`src/pkg/reset_loader_pkg.sv`:
```
package reset_loader_pkg;

    // ****************************************************************
    // post-reset delay, in main clock periods
    // ****************************************************************
    localparam int DELAY_LONG_PERIODS = 131072;
    localparam int DELAY_SHORT_PERIODS = 32768;
    localparam int DELAY_WIDTH = 18;

    // ****************************************************************
    // program counter and reset vector layout
    // ****************************************************************
    localparam int PC_WIDTH_DEFAULT = 13;
    localparam int PMEM_ADDR_WIDTH = 13;
    localparam logic [12:0] VECTOR_HI_ADDR = 13'h0000;
    localparam logic [12:0] VECTOR_LO_ADDR = 13'h0001;
    localparam int REG_BANK_EN_BIT = 6;
    localparam int MEM_BANK_EN_BIT = 7;
    localparam int PC_HI_LSB = 8;

    // ****************************************************************
    // register map, byte addresses
    // ****************************************************************
    localparam logic [7:0] ADDR_EDGE_MODE = 8'h00;
    localparam logic [7:0] ADDR_STATUS = 8'h04;
    localparam logic [7:0] ADDR_PC = 8'h08;
    localparam int NOISE_BYPASS_BIT = 2;
    localparam logic [3:0] EDGE_MODE_RESET = 4'h0;

    // status register fields
    localparam int ST_RUN_BIT = 0;
    localparam int ST_WAIT_BIT = 1;
    localparam int ST_WDT_BIT = 2;
    localparam int ST_STANDBY_BIT = 3;

    // ****************************************************************
    // sequencer states
    // ****************************************************************
    typedef enum logic [4:0] {
        SEQ_RESET = 5'b00001,
        SEQ_WAIT = 5'b00010,
        SEQ_FETCH_HI = 5'b00100,
        SEQ_FETCH_LO = 5'b01000,
        SEQ_RUN = 5'b10000
    } seq_state_t;

endpackage

```
`src/rtl/delay_timer.sv`:
```
`timescale 1ns/1ps

module delay_timer #(
    parameter int WIDTH = 18
) (
    // clock and reset
    input wire logic clk,
    input wire logic rst_n,
    // control
    input wire logic load,
    input wire logic [WIDTH-1:0] load_value,
    // status
    output logic done
);

    logic [WIDTH-1:0] count;
    logic [WIDTH-1:0] next_count;
    logic next_done;

    always_comb begin
        next_count = count;
        if (load) begin
            next_count = load_value;
        end else if (count != '0) begin
            next_count = count - WIDTH'(1);
        end
        next_done = !load && (next_count == '0);
    end

    always_ff @(posedge clk) begin
        if (!rst_n) begin
            count <= '0;
            done <= 1'b0;
        end else begin
            count <= next_count;
            done <= next_done;
        end
    end

endmodule

```
`src/rtl/reset_and_vector_loader.sv`:
```
`timescale 1ns/1ps

// Contract
// - pin reset or watchdog request, either alone, raises the internal reset.
// - post-reset delay is 2^17 or 2^15 clocks, fixed at build time.
// - 12-bit counter takes word 0 low 4 bits and word 1.
// - 13-bit counter takes word 0 low 5 bits and word 1.
// - word 0 bit 6 sets register bank enable, bit 7 memory bank enable.
// - in standby interrupts 1, 2 and 4 still detect, interrupt 0 not.
// - interrupt 0 works only with noise filter bypass bit set.
// - internal reset clears sequencer, skip and interrupt status flags, edge mode and requests; carry only outside standby.
module reset_and_vector_loader #(
    parameter int PC_WIDTH = reset_loader_pkg::PC_WIDTH_DEFAULT,
    parameter bit LONG_DELAY = 1'b1,
    parameter int DELAY_LONG = reset_loader_pkg::DELAY_LONG_PERIODS,
    parameter int DELAY_SHORT = reset_loader_pkg::DELAY_SHORT_PERIODS
) (
    // clock and system reset
    input wire logic clk,
    input wire logic rst_n,
    // reset sources and mode
    input wire logic ext_reset_n,
    input wire logic wdt_reset_req,
    input wire logic standby,
    // program memory read port
    output logic [reset_loader_pkg::PMEM_ADDR_WIDTH-1:0] pmem_addr,
    input wire logic [7:0] pmem_data,
    // core state
    output logic core_reset,
    output logic cpu_run,
    output logic [PC_WIDTH-1:0] pc,
    output logic register_bank_enable_flag,
    output logic memory_bank_enable_flag,
    output logic [2:0] skip_flags,
    output logic [1:0] interrupt_status_flags,
    output logic carry_flag,
    input wire logic carry_in,
    input wire logic carry_we,
    // external interrupt inputs and gated requests
    input wire logic ext_irq_zero,
    input wire logic ext_irq_one,
    input wire logic ext_irq_two,
    input wire logic ext_irq_four,
    output logic irq_req_zero,
    output logic irq_req_one,
    output logic irq_req_two,
    output logic irq_req_four,
    // wishbone slave
    input wire logic wb_cyc_i,
    input wire logic wb_stb_i,
    input wire logic wb_we_i,
    input wire logic [7:0] wb_adr_i,
    input wire logic [3:0] wb_sel_i,
    input wire logic [31:0] wb_dat_i,
    output logic [31:0] wb_dat_o,
    output logic wb_ack_o
);

    localparam int DW = reset_loader_pkg::DELAY_WIDTH;
    localparam int HI_W = PC_WIDTH - 8;
    // mask option picks the count once; software cannot touch it
    localparam logic [DW-1:0] DELAY_LOAD =
        DW'((LONG_DELAY ? DELAY_LONG : DELAY_SHORT) - 1);

    // ****************************************************************
    // internal reset
    // ****************************************************************
    logic int_reset;
    assign int_reset = !ext_reset_n || wdt_reset_req;

    // ****************************************************************
    // sequencer
    // ****************************************************************
    reset_loader_pkg::seq_state_t state;
    reset_loader_pkg::seq_state_t next_state;
    logic delay_done;
    logic next_core_reset;
    logic next_cpu_run;
    logic [reset_loader_pkg::PMEM_ADDR_WIDTH-1:0] next_pmem_addr;
    logic [7:0] vec_hi;
    logic [7:0] next_vec_hi;
    logic [PC_WIDTH-1:0] next_pc;
    logic next_reg_bank_en;
    logic next_mem_bank_en;
    logic [2:0] next_skip;
    logic [1:0] next_int_status;
    logic next_carry;
    logic standby_reset;
    logic next_standby_reset;
    logic wdt_reset;
    logic next_wdt_reset;

    delay_timer #(
        .WIDTH(DW)
    ) u_delay (
        .clk(clk),
        .rst_n(rst_n),
        .load(state == reset_loader_pkg::SEQ_RESET),
        .load_value(DELAY_LOAD),
        .done(delay_done)
    );

    always_comb begin
        next_state = state;
        next_core_reset = int_reset;
        next_cpu_run = 1'b0;
        next_pmem_addr = reset_loader_pkg::VECTOR_HI_ADDR;
        next_vec_hi = vec_hi;
        next_pc = pc;
        next_reg_bank_en = register_bank_enable_flag;
        next_mem_bank_en = memory_bank_enable_flag;
        next_skip = skip_flags;
        next_int_status = interrupt_status_flags;
        next_carry = carry_flag;
        next_standby_reset = standby_reset;
        next_wdt_reset = wdt_reset;
        if (int_reset) begin
            next_state = reset_loader_pkg::SEQ_RESET;
            next_skip = 3'h0;
            next_int_status = 2'h0;
            // capture cause only on the first cycle of the reset
            if (state != reset_loader_pkg::SEQ_RESET) begin
                next_standby_reset = standby;
                next_wdt_reset = wdt_reset_req;
                // carry undefined after a running reset; zero chosen
                next_carry = standby ? carry_flag : 1'b0;
            end
        end else begin
            unique case (state)
                reset_loader_pkg::SEQ_RESET: begin
                    next_state = reset_loader_pkg::SEQ_WAIT;
                end
                reset_loader_pkg::SEQ_WAIT: begin
                    if (delay_done) begin
                        next_state = reset_loader_pkg::SEQ_FETCH_HI;
                        next_pmem_addr = reset_loader_pkg::VECTOR_LO_ADDR;
                    end
                end
                reset_loader_pkg::SEQ_FETCH_HI: begin
                    // data now shows word 0
                    next_state = reset_loader_pkg::SEQ_FETCH_LO;
                    next_vec_hi = pmem_data;
                    next_reg_bank_en =
                        pmem_data[reset_loader_pkg::REG_BANK_EN_BIT];
                    next_mem_bank_en =
                        pmem_data[reset_loader_pkg::MEM_BANK_EN_BIT];
                end
                reset_loader_pkg::SEQ_FETCH_LO: begin
                    next_state = reset_loader_pkg::SEQ_RUN;
                    next_cpu_run = 1'b1;
                    next_pc = {vec_hi[HI_W-1:0], pmem_data};
                end
                reset_loader_pkg::SEQ_RUN: begin
                    next_cpu_run = 1'b1;
                    next_pmem_addr = pmem_addr;
                    if (carry_we) begin
                        next_carry = carry_in;
                    end
                end
                default: begin
                    next_state = reset_loader_pkg::SEQ_RESET;
                end
            endcase
        end
    end

    always_ff @(posedge clk) begin
        if (!rst_n) begin
            state <= reset_loader_pkg::SEQ_RESET;
            core_reset <= 1'b1;
            cpu_run <= 1'b0;
            pmem_addr <= reset_loader_pkg::VECTOR_HI_ADDR;
            vec_hi <= 8'h00;
            pc <= '0;
            register_bank_enable_flag <= 1'b0;
            memory_bank_enable_flag <= 1'b0;
            skip_flags <= 3'h0;
            interrupt_status_flags <= 2'h0;
            carry_flag <= 1'b0;
            standby_reset <= 1'b0;
            wdt_reset <= 1'b0;
        end else begin
            state <= next_state;
            core_reset <= next_core_reset;
            cpu_run <= next_cpu_run;
            pmem_addr <= next_pmem_addr;
            vec_hi <= next_vec_hi;
            pc <= next_pc;
            register_bank_enable_flag <= next_reg_bank_en;
            memory_bank_enable_flag <= next_mem_bank_en;
            skip_flags <= next_skip;
            interrupt_status_flags <= next_int_status;
            carry_flag <= next_carry;
            standby_reset <= next_standby_reset;
            wdt_reset <= next_wdt_reset;
        end
    end

    // ****************************************************************
    // register bus and edge detection mode register
    // ****************************************************************
    logic [3:0] edge_detect_mode_reg;
    logic [3:0] next_edge_mode;
    logic [31:0] next_dat;
    logic next_ack;
    logic bus_req;
    logic noise_filter_bypass_bit;

    assign bus_req = wb_cyc_i && wb_stb_i && !wb_ack_o;
    assign noise_filter_bypass_bit =
        edge_detect_mode_reg[reset_loader_pkg::NOISE_BYPASS_BIT];

    always_comb begin
        next_edge_mode = edge_detect_mode_reg;
        next_dat = wb_dat_o;
        next_ack = bus_req;
        if (bus_req) begin
            next_dat = 32'h0000_0000;
            unique case (wb_adr_i)
                reset_loader_pkg::ADDR_EDGE_MODE: begin
                    next_dat[3:0] = edge_detect_mode_reg;
                    if (wb_we_i && wb_sel_i[0]) begin
                        next_edge_mode = wb_dat_i[3:0];
                    end
                end
                reset_loader_pkg::ADDR_STATUS: begin
                    next_dat[reset_loader_pkg::ST_RUN_BIT] = cpu_run;
                    next_dat[reset_loader_pkg::ST_WAIT_BIT] =
                        (state == reset_loader_pkg::SEQ_WAIT);
                    next_dat[reset_loader_pkg::ST_WDT_BIT] = wdt_reset;
                    next_dat[reset_loader_pkg::ST_STANDBY_BIT] =
                        standby_reset;
                end
                reset_loader_pkg::ADDR_PC: begin
                    next_dat[PC_WIDTH-1:0] = pc;
                end
                default: begin
                    // unmapped: acknowledged, reads zero, writes dropped
                    next_dat = 32'h0000_0000;
                end
            endcase
        end
        if (int_reset) begin
            next_edge_mode = reset_loader_pkg::EDGE_MODE_RESET;
        end
    end

    always_ff @(posedge clk) begin
        if (!rst_n) begin
            edge_detect_mode_reg <= reset_loader_pkg::EDGE_MODE_RESET;
            wb_dat_o <= 32'h0000_0000;
            wb_ack_o <= 1'b0;
        end else begin
            edge_detect_mode_reg <= next_edge_mode;
            wb_dat_o <= next_dat;
            wb_ack_o <= next_ack;
        end
    end

    // ****************************************************************
    // external interrupt gating
    // ****************************************************************
    logic [3:0] next_irq;

    always_comb begin
        // the filter needs the stopped clock, so line 0 dies in standby
        next_irq[0] = ext_irq_zero && noise_filter_bypass_bit
            && !standby && !int_reset;
        next_irq[1] = ext_irq_one && !int_reset;
        next_irq[2] = ext_irq_two && !int_reset;
        next_irq[3] = ext_irq_four && !int_reset;
    end

    always_ff @(posedge clk) begin
        if (!rst_n) begin
            irq_req_zero <= 1'b0;
            irq_req_one <= 1'b0;
            irq_req_two <= 1'b0;
            irq_req_four <= 1'b0;
        end else begin
            irq_req_zero <= next_irq[0];
            irq_req_one <= next_irq[1];
            irq_req_two <= next_irq[2];
            irq_req_four <= next_irq[3];
        end
    end

endmodule

```
`config.mk`:
```
export PLATFORM = sky130hd
export DESIGN_NAME = reset_and_vector_loader
export DESIGN_NICKNAME = d
export VERILOG_FILES = /design/src/pkg/reset_loader_pkg.sv /design/src/rtl/delay_timer.sv /design/src/rtl/reset_and_vector_loader.sv
export SDC_FILE = /design/constraint.sdc
export NUM_CORES = 1
export LEC_CHECK = 0
export ABC_AREA = 0
export ABC_CLOCK_PERIOD_IN_PS = 3400
export BUFFER_PORTS_ARGS = -buffer_cell sky130_fd_sc_hd__buf_4
export CAP_MARGIN = 10
export CORE_MARGIN = 2
export CORE_UTILIZATION = 50
export CTS_BUF_LIST = sky130_fd_sc_hd__clkbuf_8
export CTS_CLUSTER_SIZE = 14
export DETAILED_ROUTE_END_ITERATION = 12
export GPL_ROUTABILITY_DRIVEN = 1
export GPL_TIMING_DRIVEN = 0
export HOLD_SLACK_MARGIN = 0.02
export PLACE_DENSITY = 0.91
export SYNTH_ARGS = -nofsm -noshare
export SYNTH_HDL_FRONTEND = slang
export SYNTH_SLANG_ARGS = --single-unit
export TNS_END_PERCENT = 5
```
`constraint.sdc`:
```
create_clock -name clk -period 3.4 [get_ports clk]
set_clock_uncertainty 0.1 [all_clocks]
set_input_delay 0.85 -clock clk [delete_from_list [all_inputs] [get_ports clk]]
set_output_delay 0.85 -clock clk [all_outputs]
set_load 0.1 [all_outputs]
```
Word-level counts from Yosys, hierarchy flattened
Cells that the tools add are included.

operators by class
  $lt $le $gt $ge = 0
  reductions and logical operators = 29
  shift operators = 0
  eq/ne operators = 11
  bitwise operators = 3
  mux-type cells = 14
  add/sub/neg operators = 1
  div/mod/pow operators = 0
  multipliers = 0

operators with widths
  operator                                             number
  2-to-1 mux 18 bit                                    2
  case mux 13 bit (2 select lines)                     1
  case mux 5 bit (5 select lines)                      1
  logical NOT 18 bit                                   1
  nonzero test 18 bit                                  1
  subtractor 18 x 1 -> 18 bit, second input constant   1
  case mux 4 bit (3 select lines)                      1
  logical AND 1 bit                                    10
  2-to-1 mux 9 bit                                     1
  equality test 8 x 3 -> 1 bit, second input constant  1
  equality test 8 x 4 -> 1 bit, second input constant  1
  logical NOT 8 bit                                    1
  AND reduction 2 bit                                  4
  2-to-1 mux 1 bit                                     7
  equality test 5 x 1 -> 1 bit, second input constant  1
  equality test 5 x 2 -> 1 bit, second input constant  1
  equality test 5 x 3 -> 1 bit, second input constant  1
  equality test 5 x 4 -> 1 bit, second input constant  1
  equality test 5 bit, second input constant           1
  logical NOT 1 bit                                    5
  2-to-1 mux 5 bit                                     1
  != test 5 x 1 -> 1 bit, second input constant        1
  != test 2 x 1 -> 1 bit, second input constant        2
  AND reduction 4 bit                                  1
  other kinds (6)                                      10

storage, ports and cells
  output and inout port bits = 73
  input port bits = 66
  logic and storage cells = 78
  RAM bits = 0
  bits in latches = 0
  memory bits (read-only) = 0
  bits in registers = 84
  memories kept = 0

Depth between registers and ports, before layout
  word-level depth = 5
  gate-level depth with buffers = 9
  gate-level depth less buffers = 8

Cells and area by module
From an unflattened synthesis, not the netlist that was laid out.

unflattened totals
  cell total of the unflattened synthesis = 429
  area total of the unflattened synthesis = 3,776.1 um2

modules (own cells, without submodules)
  module                   cells each  area each (um2)  times used
  reset_and_vector_loader  267         2,474.9          1
  delay_timer              162         1,301.2          1

Least setup slack after synthesis
Ideal clock, no wire load.

  path type = flip-flop to flip-flop
  from = register u_delay.count[0]
  to = register u_delay.done
  arrival = 2.496 ns
  library setup time = 0.100 ns
  required time = 3.200 ns
  stages on the path, launching flop included = 10
  slack = 0.705 ns
  clock period less this slack = 2.695 ns
  cells stage by stage = dfxtp_1 inv_1 ha_1 or4b_4 buf_6 o41ai_2 o2111ai_1 a21o_1 or4_4 a2111oi_4

between the ends
  word-level cells in the longest chain between the ends = 5

RTL lines
  element                                                             line                                  source
  from (decl)                                                         delay_timer.sv:16                     logic [WIDTH-1:0] count;
  from (signal assigned)                                              delay_timer.sv:35                     count <= next_count;
  subtractor 18 x 1 -> 18 bit or nonzero test 18 bit (tied branches)  delay_timer.sv:25, delay_timer.sv:24
  2-to-1 mux 18 bit (*)                                               delay_timer.sv:24                     end else if (count != '0) begin
  2-to-1 mux 18 bit (*)                                               delay_timer.sv:22                     if (load) begin
  logical NOT 18 bit (*)                                              delay_timer.sv:27                     next_done = !load && (next_count == '0);
  logical AND 1 bit (*)                                               delay_timer.sv:27
  to (signal assigned)                                                delay_timer.sv:36                     done <= next_done;
  to (decl)                                                           delay_timer.sv:13                     output logic done

Mark *: on every way between the ends. The rest lies on a longest branch, timed or not.
A chain may end at the register's enable or synchronous reset.

Worst setup path after layout
Ends and elaborated chain as after synthesis.

==> flow_summary.ini <==
[status]
outcome = complete, no violations

[setup_path]
max_stage_delay_ns = 0.50
startpoint = u_delay.count[0]$_SDFF_PN0_
critPathSlowestCell = or4b_4
end_kind = flip-flop
path_buf_inv = 1
reg2reg_slack_ns = 0.38
worstPathMaxFanout = 8
r2r_start = u_delay.count[0]$_SDFF_PN0_
path_cells = inv_1, ha_1, or4b_4, or3_4, nor3_4, o211ai_1, or4_4, a2111oi_4
cp.arrival_ns = 3.16
crit_family = simple AND/OR/NAND/NOR gates
cp.required_ns = 3.55
crit_type = flip-flop to flip-flop
cp-start-kind = flip-flop

[clocking]
cts_root_buffer = clkbuf_8
postCtsSetupBuffers = 0
htree_num_levels = 3
cts.repair.resized = 0
postCtsHoldBufs = 0
clock_path_buffers = 2
cts_buffers = 9
clock_latency_ns = 0.36
tritoncts = built
clk_pin_slew_worst_paths_ns = 0.08
clock-sinks = 72

[final_layout]
utilization_pct = 65.7
multiInputGateArea_sq_mm = 0.00170
instances_no_fill = 585
fin_area_sq_mm = 0.00439
final_layout_size_suffix_gt1_share_pct = 27.1
regArea_sq_mm = 0.00144
antennaDiodeCount = 0
fin_nets = 567
largest_registers = u_delay.count (18), pc (13), wb_dat_o (13)
largest_reg_flops = 18
area_delta_synth_final_pct = 28.9
fillCellCount = 523
top_register = u_delay.count

[yosys]
synth-edff-count = 0
synth_area_sq_mm = 0.00341
syn_avg_cell_area_sq_um = 8.87
netlist_top_cells_count = 72 x dfxtp_1, 66 x nor2_1, 36 x buf_4
async_flop_share_pct = 0
yosys.area.top_type_share_pct = 42.3
yosys.cell_types.count = 58
synth-warning-count = 0
yosysTopAreaCell = dfxtp_1
ys_seq_area_share_pct = 42.3
synthTopCellsByArea = dfxtp_1 42%, mux2i_1 8.2%, buf_4 7.9%
syn_inst = 384
ys_ff_latch = 72
synth_ff_type = dfxtp_1
synth_most_common_cell = dfxtp_1

[die]
core-area_sq_mm = 0.00668
fp.dieW_microns = 86.5
die_h_microns = 86.5
initial_core_util_pct = 51.0
std_cell_rows = 30
io_pins = 139
dieArea_sq_mm = 0.00749

[placement]
dp.cells = 569
place_ws_ns = 0.437
place_area_sq_mm = 0.00416
dpl.hpwl_microns = 6150
portBuffers = 70
gp_congestion = 0.939

[timing]
slew_headroom_pct = 36.0
hold_viol = 0
finalMaxSlewViolations = 0
tns_ns = 0
fin_crit_ns = 3.02
whs_ns = 0.374
final-setup-viol-count = 0
setup_slack_ns = 0.385
finalCritPeriodShare_pct = 88.7
fmax_ghz = 0.332
rsz0062_at_grt = false
tightestPinTransition_ns = 0.958

[global_route]
antenna_found_initial = 0
grt_use_total_pct = 23.4
grt_remaining_overflow = 0
grt_max_degree = 14
grt_pass1_wl_microns = 13700
grt_pass1_vias = 2909

[drt]
drc = 0
wl_microns = 8540
via_count = 3125
wl_per_cell_microns = 14.6
final_antenna_net_count = 0
first_iter_violations = 223
vias_per_cell = 5.34
dr.pass1.iters = 5

[power_and_ir_drop]
p_per_area_mw_per_mm2 = 463
vdd_drop_max_uv = 386
power.total_mw = 2.03
p_leak_nw = 2.07

[min_path]
worst_hold_path_type = flip-flop to flip-flop
hp-start = edge_detect_mode_reg[2]$_SDFFE_PP0P_

[flow_run]
cap_violations = 0
==> worst register-to-register path, cell delays in order, from the launching register on <==
cell	delay, ns
dfxtp_1	0.32
inv_1	0.14
ha_1	0.23
or4b_4	0.50
or3_4	0.38
nor3_4	0.31
o211ai_1	0.16
or4_4	0.45
a2111oi_4	0.33
==> cell type report <==
class / instances / share of cell area (%)
clock buffer: 10 / 3.13
tap: 80 / 2.28
multi-input combinational: 282 / 38.7
timing repair buffer: 70 / 12.0
inverter: 7 / 0.598
sequential: 72 / 32.8
buffer: 58 / 8.40
clock inverter: 6 / 2.08
==> worst paths after layout <==
| path | end | cells after the start |
|---|---|---|
| setup / recovery | u_delay.done$_SDFF_PN0_ | 8 |
| hold reg to reg | irq_req_zero$_SDFF_PN0_ | 2 |
| hold / removal | irq_req_zero$_SDFF_PN0_ | 2 |
| setup reg to reg | u_delay.done$_SDFF_PN0_ | 8 |
==> cells in the final DEF, fill, tap and decap left out, types with 3 or more instances in the layout <==
cell type and instances:
a21oi_1 16, a22oi_1 15, a31oi_1 3, and3_1 3, buf_4 106, clkbuf_1 18, clkbuf_8 10, conb_1 36
dfxtp_1 72, inv_1 6, mux2i_1 28, nand2_1 15, nand3_1 4, nand3b_1 3, nand4_1 3, nor2_1 66
nor2b_1 3, nor3_1 12, nor4_1 6, o21ai_0 14, or3_1 6, or4_1 4, xor2_1 5
==> per-layer routing <==
layer	routed length (microns)	GRT usage, %	share of wire (%)	vias up
met1	3520	27.9	41	1439
met4	171	9.66	2.0	0
met2	4080	39.2	48	152
met5	0	0	0	-
li1	-	-	-	1516
met3	766	7.43	9.0	18
==> power breakdown <==
part	leakage, nW	total [mW]	internal, mW	switching [mW]
registers	0.587	0.883	0.863	0.0205
logic	1.37	0.371	0.0936	0.277
clock network	0.117	0.779	0.437	0.342
total	2.07	2.03	1.39	0.640
==> kinds of logic (layout without fill, tap and decap cells) <==
logic type / Yosys count / in the layout / share of synthesized area [%]
buffers and inverters: 65 / 151 / 11.6
and+or+nand+nor: 143 / 143 / 22.1
DFF: 72 / 72 / 42.3
adders and majority gates: 1 / 1 / 0.367
muxes: 28 / 28 / 8.23
xor gates and xnor gates: 7 / 7 / 1.80
other: 1 / 36 / 0.110
AOI/OAI and AO/OA: 67 / 67 / 13.5
Note: power is estimated with default switching activity, not from simulation.
